## config.mk

```make
export PLATFORM = sky130hd
export DESIGN_NAME = mamcd_top
export DESIGN_NICKNAME = d
export VERILOG_FILES = /design/src/design/mamcd_pkg.sv /design/src/design/mamcd_top.sv /design/src/design/mamcd_midi_parser.sv
export SDC_FILE = /design/constraint.sdc
export NUM_CORES = 2
export LEC_CHECK = 0
export BUFFER_PORTS_ARGS = -buffer_cell sky130_fd_sc_hd__buf_2
export CAP_MARGIN = 20
export CORE_UTILIZATION = 35
export DETAILED_ROUTE_END_ITERATION = 6
export RECOVER_POWER = 100
export SLEW_MARGIN = 20
export SYNTH_ARGS = -nofsm -noshare
export SYNTH_HDL_FRONTEND = slang
export SYNTH_HIERARCHICAL = 1
export SYNTH_SLANG_ARGS = --single-unit
```

## constraint.sdc

```tcl
create_clock -name clk_sys -period 3.75 [get_ports clk_sys]
set_input_delay 0 -clock clk_sys [delete_from_list [all_inputs] [get_ports clk_sys]]
set_output_delay 0 -clock clk_sys [all_outputs]
set_load 0.02 [all_outputs]
```

## src/design/mamcd_pkg.sv

```systemverilog
/*
  Constants shared by the amplifier MIDI control decoder: bus offsets, status
  field positions, controller numbers, function bit positions and LED timing.
  Assumes a 50 MHz system clock and a 32-bit Avalon-MM slave port.
*/
package mamcd_pkg;

  // Clock and timing base.
  localparam int unsigned CLK_MHZ         = 50;
  localparam int unsigned TICK_US         = 10000;
  localparam int unsigned TICK_CYC        = TICK_US * CLK_MHZ;
  localparam logic [3:0]  SLOT_TICKS      = 4'hA;
  localparam logic [3:0]  FAST_HALF_TICKS = 4'h5;
  localparam logic [7:0]  BRIEF_TICKS     = 8'h32;
  localparam logic [7:0]  STBY_TICKS_MAX  = 8'hFF;

  // Register byte offsets.
  localparam logic [3:0] OFS_CTRL   = 4'h0;
  localparam logic [3:0] OFS_STATUS = 4'h4;
  localparam logic [3:0] OFS_LASTCC = 4'h8;

  // Control register bits.
  localparam int CTRL_WRITE_PRESET = 0;
  localparam int CTRL_CLR_MODIFIED = 1;

  // Status register fields.
  localparam int ST_FUNC_LSB  = 0;
  localparam int ST_MUTE      = 7;
  localparam int ST_STAGE_EN  = 8;
  localparam int ST_LOAD      = 9;
  localparam int ST_MODIFIED  = 10;
  localparam int ST_INIT      = 11;
  localparam int ST_TUBE_LSB  = 12;
  localparam int ST_LED       = 15;
  localparam int LASTCC_VAL_LSB = 8;

  // Function bit positions.
  localparam int F_TONE   = 0;
  localparam int F_FXLOOP = 1;
  localparam int F_GATE   = 2;
  localparam int F_HIGAIN = 3;
  localparam int F_LOMID  = 4;
  localparam int F_HIMID  = 5;
  localparam int F_LEVEL  = 6;
  localparam int FUNC_W   = 7;

  // Controller numbers.
  localparam logic [6:0] CC_MUTE_A = 7'h07;
  localparam logic [6:0] CC_LEVEL  = 7'h0E;
  localparam logic [6:0] CC_TONE   = 7'h16;
  localparam logic [6:0] CC_FXLOOP = 7'h17;
  localparam logic [6:0] CC_GATE   = 7'h18;
  localparam logic [6:0] CC_HIGAIN = 7'h1B;
  localparam logic [6:0] CC_MUTE_B = 7'h1C;
  localparam logic [6:0] CC_LOMID  = 7'h1D;
  localparam logic [6:0] CC_HIMID  = 7'h1E;
  localparam logic [6:0] VAL_ON_MIN = 7'h05;

  // MIDI status nibbles and boundaries.
  localparam logic [3:0] ST_NIB_CC   = 4'hB;
  localparam logic [3:0] ST_NIB_PC   = 4'hC;
  localparam logic [3:0] ST_NIB_CP   = 4'hD;
  localparam logic [7:0] SYS_FIRST   = 8'hF0;
  localparam logic [7:0] RT_FIRST    = 8'hF8;

  localparam int unsigned PRESET_COUNT = 128;

endpackage : mamcd_pkg

```

## src/design/mamcd_top.sv

```systemverilog
/*
  Amplifier MIDI control decoder: channel filter, controller decoding, silence
  interlock, preset store, status LED patterns and an Avalon-MM register port.
  Assumes all inputs synchronous to clk_sys and switches already debounced.
*/
// Implementation choices: the address map and register access over Avalon-MM.
// Contract
// - Accept messages on selected channel or omni.
// - Mode switch off selects omni reception.
// - Channel equals switches two-to-five value plus one.
// - Controllers act only when enable switch on.
// - Fixed controller table maps eight functions.
// - Values below five off, five up on.
// - Controllers 7 and 28 inverted silence.
// - Standby keeps silence, ignores all releases.
// - Preset stores standby state as silence.
// - Standby change marks preset modified, flashes.
// - No speaker load keeps power stage off.
// - Standby on without load: fast flash.
// - Tube fault gives repeated one-to-four flash bursts.
// - Tube faults reported only with stage active.
// - Brief standby press clears tube fault.
// - Every input byte copied to thru.
// - Preset one applied before any message; reset clears q.pvalid first, so preset one is never loaded at start-up.
// - Controller 14 selects output level.
// - Footswitch presence blocks MIDI input.
`timescale 1ns/1ns
module mamcd_top
  import mamcd_pkg::*;
#(
  parameter int unsigned TICK_CYCLES = TICK_CYC
)(
  input  wire logic        clk_sys,
  input  wire logic        srst,
  input  wire logic        ce,
  input  wire logic [3:0]  avs_address,
  input  wire logic        avs_read,
  input  wire logic        avs_write,
  input  wire logic [31:0] avs_writedata,
  input  wire logic [3:0]  avs_byteenable,
  output logic [31:0]      avs_readdata,
  output logic             avs_waitrequest,
  input  wire logic        rx_valid,
  input  wire logic [7:0]  rx_byte,
  output logic             thru_valid,
  output logic [7:0]       thru_byte,
  input  wire logic        channel_mode_switch,
  input  wire logic        channel_bit3_switch,
  input  wire logic        channel_bit2_switch,
  input  wire logic        channel_bit1_switch,
  input  wire logic        channel_bit0_switch,
  input  wire logic        controller_enable_switch,
  input  wire logic        standby_on,
  input  wire logic [2:0]  load_sense,
  input  wire logic [3:0]  tube_fault,
  input  wire logic        footswitch_present,
  input  wire logic        fs_mute_valid,
  input  wire logic        fs_mute_on,
  output logic             tone_on,
  output logic             fx_loop_sel,
  output logic             noise_gate_on,
  output logic             high_gain_on,
  output logic             low_mid_on,
  output logic             high_mid_on,
  output logic             level_sel_b,
  output logic             power_stage_en,
  output logic             status_led
);

  localparam int TW = $clog2(TICK_CYCLES + 1);
  localparam logic [TW-1:0] TICK_LAST = TW'(TICK_CYCLES - 1);

  typedef struct packed {
    logic                    init;
    logic [FUNC_W-1:0]       func;
    logic                    mute_req;
    logic                    standby_q;
    logic                    modified;
    logic [6:0]              preset;
    logic [PRESET_COUNT-1:0] pvalid;
    logic [2:0]              tube_id;
    logic [TW-1:0]           tick_cnt;
    logic [3:0]              sub;
    logic [3:0]              slot;
    logic [7:0]              stby_ticks;
    logic                    ack;
    logic [31:0]             rdata;
    logic [13:0]             last_cc;
    logic                    led;
  } mamcd_state_s;

  mamcd_state_s q;
  mamcd_state_s next_q;
  logic [FUNC_W:0] pmem [PRESET_COUNT];

  logic       ev_cc;
  logic       ev_pc;
  logic [3:0] ev_chan;
  logic [6:0] ev_num;
  logic [6:0] ev_val;
  logic [3:0] chan_sel;
  logic       chan_match;
  logic       ev_ok;
  logic       load_present;
  logic       preset_we;

  //////////////////////////////////////////////////////////////////////////////

  mamcd_midi_parser u_parser (
    .clk_sys    (clk_sys),
    .srst       (srst),
    .ce         (ce),
    .rx_valid   (rx_valid),
    .rx_byte    (rx_byte),
    .thru_valid (thru_valid),
    .thru_byte  (thru_byte),
    .ev_cc      (ev_cc),
    .ev_pc      (ev_pc),
    .ev_chan    (ev_chan),
    .ev_num     (ev_num),
    .ev_val     (ev_val)
  );

  // Returns one-hot function select for an ordinary controller number.
  function automatic logic [FUNC_W-1:0] cc_func_sel(input logic [6:0] num);
    logic [FUNC_W-1:0] sel;
    sel = '0;
    case (num)
      CC_TONE:   sel[F_TONE]   = 1'b1;
      CC_FXLOOP: sel[F_FXLOOP] = 1'b1;
      CC_GATE:   sel[F_GATE]   = 1'b1;
      CC_HIGAIN: sel[F_HIGAIN] = 1'b1;
      CC_LOMID:  sel[F_LOMID]  = 1'b1;
      CC_HIMID:  sel[F_HIMID]  = 1'b1;
      CC_LEVEL:  sel[F_LEVEL]  = 1'b1;
      default:   sel = '0;
    endcase
    return sel;
  endfunction : cc_func_sel

  // Lowest failing tube gives the burst length, 1 to 4.
  function automatic logic [2:0] first_fault(input logic [3:0] f);
    logic [2:0] id;
    id = 3'h0;
    for (int i = 3; i >= 0; i--) begin
      if (f[i]) begin
        id = 3'(i + 1);
      end
    end
    return id;
  endfunction : first_fault

  assign chan_sel = {channel_bit3_switch, channel_bit2_switch,
                     channel_bit1_switch, channel_bit0_switch};
  assign chan_match   = !channel_mode_switch || (ev_chan == chan_sel);
  assign ev_ok        = !q.init && !footswitch_present && chan_match;
  assign load_present = |load_sense;
  assign power_stage_en = q.standby_q && load_present && !q.mute_req && !q.init;
  assign preset_we = ce && avs_write && q.ack && (avs_address == OFS_CTRL)
                     && avs_byteenable[0] && avs_writedata[CTRL_WRITE_PRESET] && !q.init;

  //////////////////////////////////////////////////////////////////////////////

  always_comb begin
    logic              tick;
    logic              do_apply;
    logic [6:0]        pidx;
    logic [FUNC_W:0]   pword;
    logic [FUNC_W-1:0] sel;
    logic              val_on;
    tick     = 1'b0;
    do_apply = 1'b0;
    pidx     = 7'h00;
    pword    = '0;
    sel      = '0;
    val_on   = (ev_val >= VAL_ON_MIN);
    next_q   = q;

    // Timebase for LED patterns and standby press length.
    if (q.tick_cnt == TICK_LAST) begin
      next_q.tick_cnt = '0;
      tick = 1'b1;
    end else begin
      next_q.tick_cnt = q.tick_cnt + 1'b1;
    end
    if (tick) begin
      if (q.sub == SLOT_TICKS - 4'h1) begin
        next_q.sub  = 4'h0;
        next_q.slot = q.slot + 4'h1;
      end else begin
        next_q.sub = q.sub + 4'h1;
      end
      if (!standby_on && q.stby_ticks != STBY_TICKS_MAX) begin
        next_q.stby_ticks = q.stby_ticks + 8'h01;
      end
    end

    // Bus: each request waits one cycle; read data is latched on the first.
    next_q.ack = (avs_read || avs_write) && !q.ack;
    if (avs_read && !q.ack) begin
      case (avs_address)
        OFS_CTRL:   next_q.rdata = {25'h0, q.preset};
        OFS_STATUS: next_q.rdata = {16'h0, q.led, q.tube_id, q.init, q.modified,
                                    load_present, power_stage_en, q.mute_req, q.func};
        OFS_LASTCC: next_q.rdata = {17'h0, q.last_cc[13:7], 1'b0, q.last_cc[6:0]};
        default:    next_q.rdata = 32'h0;
      endcase
    end
    if (avs_write && q.ack && avs_address == OFS_CTRL && avs_byteenable[0]) begin
      if (avs_writedata[CTRL_CLR_MODIFIED]) begin
        next_q.modified = 1'b0;
      end
      if (preset_we) begin
        next_q.pvalid[q.preset] = 1'b1;
        next_q.modified = 1'b0;
      end
    end

    // Standby edges: edit mark, silence release and tube fault clearing.
    // The edge register resets low whatever the switch says; the q.init gate keeps the start-up cycle from counting as an edge.
    next_q.standby_q = standby_on;
    if (!q.init && standby_on != q.standby_q) begin
      next_q.modified = 1'b1;
      if (standby_on) begin
        next_q.mute_req = 1'b0;
        if (q.stby_ticks < BRIEF_TICKS) begin
          next_q.tube_id = 3'h0;
        end
      end else begin
        next_q.stby_ticks = 8'h00;
      end
    end

    // Preset one at start-up, or a received program change.
    if (q.init) begin
      next_q.init = 1'b0;
      do_apply = 1'b1;
    end else if (ev_ok && ev_pc) begin
      next_q.preset = ev_num;
      pidx = ev_num;
      do_apply = 1'b1;
    end
    pword = pmem[pidx];
    if (do_apply && q.pvalid[pidx]) begin
      next_q.func = pword[FUNC_W-1:0];
      if (pword[FUNC_W]) begin
        next_q.mute_req = 1'b1;
      end else if (standby_on) begin
        next_q.mute_req = 1'b0;
      end
    end

    // Controller messages.
    if (ev_ok && ev_cc && controller_enable_switch) begin
      next_q.last_cc = {ev_val, ev_num};
      if (ev_num == CC_MUTE_A || ev_num == CC_MUTE_B) begin
        if (!val_on) begin
          next_q.mute_req = 1'b1;
        end else if (standby_on) begin
          next_q.mute_req = 1'b0;
        end
      end else begin
        sel = cc_func_sel(ev_num);
        next_q.func = val_on ? (q.func | sel) : (q.func & ~sel);
      end
    end

    // Serial footswitch silence command.
    if (fs_mute_valid && !q.init) begin
      if (fs_mute_on) begin
        next_q.mute_req = 1'b1;
      end else if (standby_on) begin
        next_q.mute_req = 1'b0;
      end
    end
    if (!standby_on) begin
      next_q.mute_req = 1'b1;
    end

    // Tube monitor latches only while the stage runs.
    if (power_stage_en && q.tube_id == 3'h0 && |tube_fault) begin
      next_q.tube_id = first_fault(tube_fault);
    end

    // Status LED, highest priority first.
    if (q.standby_q && !load_present && !q.init) begin
      next_q.led = (q.sub < FAST_HALF_TICKS);
    end else if (power_stage_en && q.tube_id != 3'h0) begin
      next_q.led = q.slot[0] && ({1'b0, q.slot[3:1]} < {1'b0, q.tube_id});
    end else if (q.modified) begin
      next_q.led = q.slot[2];
    end else begin
      next_q.led = 1'b0;
    end
  end

  always_ff @(posedge clk_sys) begin
    if (srst) begin
      q      <= '0;
      q.init <= 1'b1;
    end else if (ce) begin
      q <= next_q;
    end
  end

  // Preset memory; the silence bit holds the inverted standby state.
  always_ff @(posedge clk_sys) begin
    if (preset_we) begin
      pmem[q.preset] <= {!standby_on, q.func};
    end
  end

  assign avs_readdata    = q.rdata;
  assign avs_waitrequest = (avs_read || avs_write) && !q.ack;
  assign tone_on         = q.func[F_TONE];
  assign fx_loop_sel     = q.func[F_FXLOOP];
  assign noise_gate_on   = q.func[F_GATE];
  assign high_gain_on    = q.func[F_HIGAIN];
  assign low_mid_on      = q.func[F_LOMID];
  assign high_mid_on     = q.func[F_HIMID];
  assign level_sel_b     = q.func[F_LEVEL];
  assign status_led      = q.led;
endmodule : mamcd_top

```

## src/design/mamcd_midi_parser.sv

```systemverilog
/*
  MIDI byte parser: copies every input byte to the thru output and extracts
  controller and program change events with running status.
  Assumes received bytes arrive as one-cycle strobes synchronous to clk_sys.
*/
`timescale 1ns/1ns
module mamcd_midi_parser
  import mamcd_pkg::*;
(
  input  wire logic       clk_sys,
  input  wire logic       srst,
  input  wire logic       ce,
  input  wire logic       rx_valid,
  input  wire logic [7:0] rx_byte,
  output logic            thru_valid,
  output logic [7:0]      thru_byte,
  output logic            ev_cc,
  output logic            ev_pc,
  output logic [3:0]      ev_chan,
  output logic [6:0]      ev_num,
  output logic [6:0]      ev_val
);

  typedef struct packed {
    logic       thru_valid;
    logic [7:0] thru_byte;
    logic [7:0] status;
    logic       have1;
    logic [6:0] data1;
    logic       ev_cc;
    logic       ev_pc;
    logic [3:0] ev_chan;
    logic [6:0] ev_num;
    logic [6:0] ev_val;
  } mamcd_parse_s;

  mamcd_parse_s q;
  mamcd_parse_s next_q;

  //////////////////////////////////////////////////////////////////////////////

  always_comb begin
    next_q            = q;
    next_q.ev_cc      = 1'b0;
    next_q.ev_pc      = 1'b0;
    next_q.thru_valid = rx_valid;
    if (rx_valid) begin
      next_q.thru_byte = rx_byte;
      if (rx_byte[7]) begin
        // Real-time bytes may interleave and leave running status alone.
        if (rx_byte < RT_FIRST) begin
          next_q.have1  = 1'b0;
          next_q.status = (rx_byte >= SYS_FIRST) ? 8'h00 : rx_byte;
        end
      end else if (q.status[7]) begin
        if (q.status[7:4] == ST_NIB_PC) begin
          next_q.ev_pc   = 1'b1;
          next_q.ev_chan = q.status[3:0];
          next_q.ev_num  = rx_byte[6:0];
        end else if (q.status[7:4] != ST_NIB_CP) begin
          if (!q.have1) begin
            next_q.have1 = 1'b1;
            next_q.data1 = rx_byte[6:0];
          end else begin
            next_q.have1   = 1'b0;
            next_q.ev_cc   = (q.status[7:4] == ST_NIB_CC);
            next_q.ev_chan = q.status[3:0];
            next_q.ev_num  = q.data1;
            next_q.ev_val  = rx_byte[6:0];
          end
        end
      end
    end
  end

  always_ff @(posedge clk_sys) begin
    if (srst) begin
      q <= '0;
    end else if (ce) begin
      q <= next_q;
    end
  end

  assign thru_valid = q.thru_valid;
  assign thru_byte  = q.thru_byte;
  assign ev_cc      = q.ev_cc;
  assign ev_pc      = q.ev_pc;
  assign ev_chan    = q.ev_chan;
  assign ev_num     = q.ev_num;
  assign ev_val     = q.ev_val;

endmodule : mamcd_midi_parser

```

==> metrics.md <==
| Metric | Value |
|---|---|
| Hold slack | 0.0740 ns |
| DRC viols | 2 |
| Final setup violation count | 2 |
| Commonest cells post-synth | edfxtp_1, nor2_1, nand2_1 |
| CTS tree | done |
| First-pass GRT wire length | 249000 µm |
| Worst hold-check path type | in2reg |
| Root buffer cell | clkbuf_16 |
| Met3 usage | 0.0467 |
| Synth Area in XOR/XNOR | 0.00524 |
| Ys async rst share | 0 |
| Clk slew on worst S/H paths | 0.06 ns |
| Tot Pwr | 0.0291 W |
| Met2 global-route usage | 0.347 |
| Period Utilization, post-route | 1.01 |
| Critical path arrival | 4.42 ns |
| Post-synthesis mux area share | 0.0253 |
| Antenna violations before repair | 9 |
| Cell area power density | 470 mW/mm² |
| Clk buf depth | 3 |
| Area contributors post-synth | edfxtp_1, dfxtp_1, nor2_1, nand2_1, mux2i_1 |
| Post-DP HPWL | 111000 µm |
| # rows | 141 |
| Failing checks | design-rule violations, max-capacitance violations, max-slew violations, negative setup slack |
| Setup WS post-layout | -0.0267 ns |
| Final Hold Fails | 0 |
| Highest clock rate | 0.265 GHz |
| CP Cell Sequence | xnor2_4 -> a41oi_4 -> buf_4 -> buf_12 -> nor3_2 -> buf_4 -> a31oi_1 -> o221a_2 -> nor4_1 -> buf_4 -> a311o_1 -> and4b_1 -> a221oi_1 |
| Starting Density | 0.354 |
| Routed WL per cell | 25.3 µm |
| Via/cell ratio | 5.56 |
| Status | finished with violations |
| Avg Cell Area, Syn | 12.1 µm² |
| Worst-Skew Late Latency | 0.78 ns |
| 1st-pass router iterations | 7 |
| Post-synth EDFFs | 1024 |
| Area leader, netlist | edfxtp_1 |
| Placed insts | 6465 |
| Worst path top cell family by delay | simple AND/OR/NAND/NOR gates |
| Synth Warn # | 6 |
| Max-slew violation count | 682 |
| Vias in the first global route | 36093 |
| Crit path buffers/inverters | 4 |
| Maximum vdd ir drop | 0.452 mV |
| Unique masters post-synth | 97 |
| Cell mode on critical path | buf_4 |
| Kind of critical path | reg2reg |
| Max transition margin | -1.19 |
| Largest family of logic cells by synthesized area | simple AND/OR/NAND/NOR gates |
| Die X | 390 µm |
| Worst Setup Start Kind | flop |
| Top Ports | 122 |
| Layout cell share with drive strength beyond 1 | 0.145 |
| Cts bufs inserted | 140 |
| Leak Pwr | 21.0 nW |
| Port Buffers | 72 |
| Mapped Cells | 4351 |
| Chip height | 390 µm |
| CP Capture Type | flop |
| Clock Sinks | 1285 |
| CP max stage cell | nor4_1 |
| Layout Cells excl Fill | 6788 |
| Nets | 4747 |
| Post-Route WL | 172000 µm |
| Worst-margin pin slew | 3.28 ns |
| Seq/Total Area, Yosys | 0.684 |
| Slowest stage delay, CP | 0.61 ns |
| Largest net degree at the start of global routing | 93 |
| Most common cell in the netlist | edfxtp_1 |
| Critical path fanouts, max | 14 |
| Critical Path RT | 4.39 ns |
| Worst clock skew | 0.0299 ns |
| GRT met1 Usage | 0.303 |
| Fill cells | 13731 |
| Fraction of the mapped netlist area in adder cells | 0.00119 |
| Post-synth top area share | 0.585 |
| Layout area overhead | 18.0% |
| GPL Wtd Cong | 0.957 |
| Dominant synthesized flop cell | edfxtp_1 |
| Compound-Gate Fraction of Synth Area | 0.107 |
| H-tree lvl count | 4 |
| Total GRT Usage | 0.222 |
| ANT nets after route | 0 |
| Total gr overflow | 0 |
| Post-synthesis simple-gate area fraction | 0.141 |
| Yosys reg bits | 1285 |
| Crit path time final | 3.78 ns |
| Via count | 37761 |
| DR iter-0 viols | 5032 |
| Mapped Area | 0.0526 mm² |
| Max Cap Viol | 12 |
| Die area | 0.152 mm² |
| Core area | 0.148 mm² |
| Busiest grt layer | met2 |
## metrics by stage
step           area (µm²)  utilization  setup TNS (ns)  setup slack (ns)
2_1_floorplan       52600            -               0             0.986
3_3_place_gp        57000        0.384          -0.414            -0.330
3_5_place_dp        57000        0.384          -0.248            -0.248
4_1_cts             62100        0.418               0            0.0232
5_1_grt             62100        0.418          -0.121           -0.0516
6_report            62100        0.418         -0.0422           -0.0267
## report_power, final
group	total [W]	internal [W]	switching, W	leakage, nW
clock network	0.0135	0.00775	0.00575	2.17
logic	0.000415	0.000132	0.000284	7.28
registers	0.0152	0.0152	0.0000159	11.6
total	0.0291	0.0231	0.00605	21.0
## layout by cell type (no fill, tap or decap), drive strengths merged, types with 16 or more instances in the layout
| master | synthesis | routed |
|---|---|---|
| edfxtp | 1024 | 1024 |
| nor2 | 799 | 799 |
| nand2 | 494 | 494 |
| buf | 209 | 380 |
| dfxtp | 261 | 261 |
| clkbuf | 127 | 248 |
| a21oi | 162 | 162 |
| o21ai | 155 | 155 |
| nand3 | 103 | 103 |
| mux2i | 97 | 97 |
| o22ai | 94 | 94 |
| a31oi | 79 | 79 |
| nor3 | 77 | 77 |
| and3 | 64 | 64 |
| a211oi | 62 | 62 |
| dlygate4sd3 | 0 | 56 |
| clkinv | 2 | 52 |
| nor4 | 42 | 42 |
| a22oi | 38 | 38 |
| inv | 26 | 33 |
| nand4 | 32 | 32 |
| o221ai | 29 | 29 |
| o31ai | 26 | 26 |
| mux2 | 21 | 21 |
| nor2b | 18 | 18 |
| o21ba | 18 | 18 |
| a311oi | 18 | 18 |
| a221oi | 16 | 16 |
| conb | 1 | 16 |
## logic make-up after synthesis
| group | after synthesis |
|---|---|
| flops | 1285 |
| mux | 123 |
| simple gates | 1711 |
| buf+inv | 364 |
| xor+xnor | 28 |
| other cells | 1 |
| compound gates | 834 |
| fa+ha+maj | 5 |
## worst paths after layout
| check | start | endpoint | slack, ns | cells past startpoint |
|---|---|---|---|---|
| max reg2reg | u_parser/ev_chan[3]$_SDFFE_PP0P_ | flop | -0.03 | 13 |
| min reg2reg | q[9]$_SDFFE_PP0P_ | q[9]$_SDFFE_PP0P_ | 0.46 | 2 |
| min | avs_address[0] | avs_readdata[4]$_SDFFE_PP0P_ | 0.07 | 7 |
| max | u_parser/ev_chan[3]$_SDFFE_PP0P_ | flop | -0.03 | 13 |
## sequential cells by signal (all words and copies together), names as in the netlist, 4 cells and up, named ones only
| register | cells |
|---|---|
| q | 185 |
| u_parser/ev_num | 7 |
| u_parser/thru_byte | 8 |
| u_parser/q | 16 |
| avs_readdata | 16 |
| u_parser/ev_chan | 4 |
| u_parser/ev_val | 7 |
| pmem | 1024 |
## worst register-to-register path, stage by stage, from the launching register on
cell and delay [ns]:
dfxtp_1 0.36, xnor2_4 0.26, a41oi_4 0.30, buf_4 0.26, buf_12 0.15, nor3_2 0.48, buf_4 0.25, a31oi_1 0.05
o221a_2 0.13, nor4_1 0.61, buf_4 0.23, a311o_1 0.23, and4b_1 0.26, a221oi_1 0.09
## repair_timing
item,in CTS,in global routing
endpoints found under the setup margin,1,6
hold buffers,56,0
pin swaps,0,7
gates resized for setup,4,7
buffers inserted,0,8
cloned,0,1
endpoints found under the hold margin,115,0
## final cells by class
class                           count  area (µm²)  share of cell area
Multi-Input combinational cell   2718       15000               0.241
Sequential cell                  1285       36000               0.580
Inverter                           28         106             0.00171
Clock buffer                      186        3850              0.0620
Timing Repair Buffer              498        4010              0.0647
Clock inverter                     70         636              0.0102
Antenna cell                        1        2.50           0.0000403
Tap cell                         2002        2500              0.0404
## per-layer routing
metal	vias up	part of all wire	wire [µm]
li1	16660	-	-
met1	18818	0.41	71000
met2	1945	0.46	78300
met3	326	0.096	16500
met4	12	0.035	5950
met5	-	0.00040	69
Note: power is estimated with default switching activity, not from simulation.
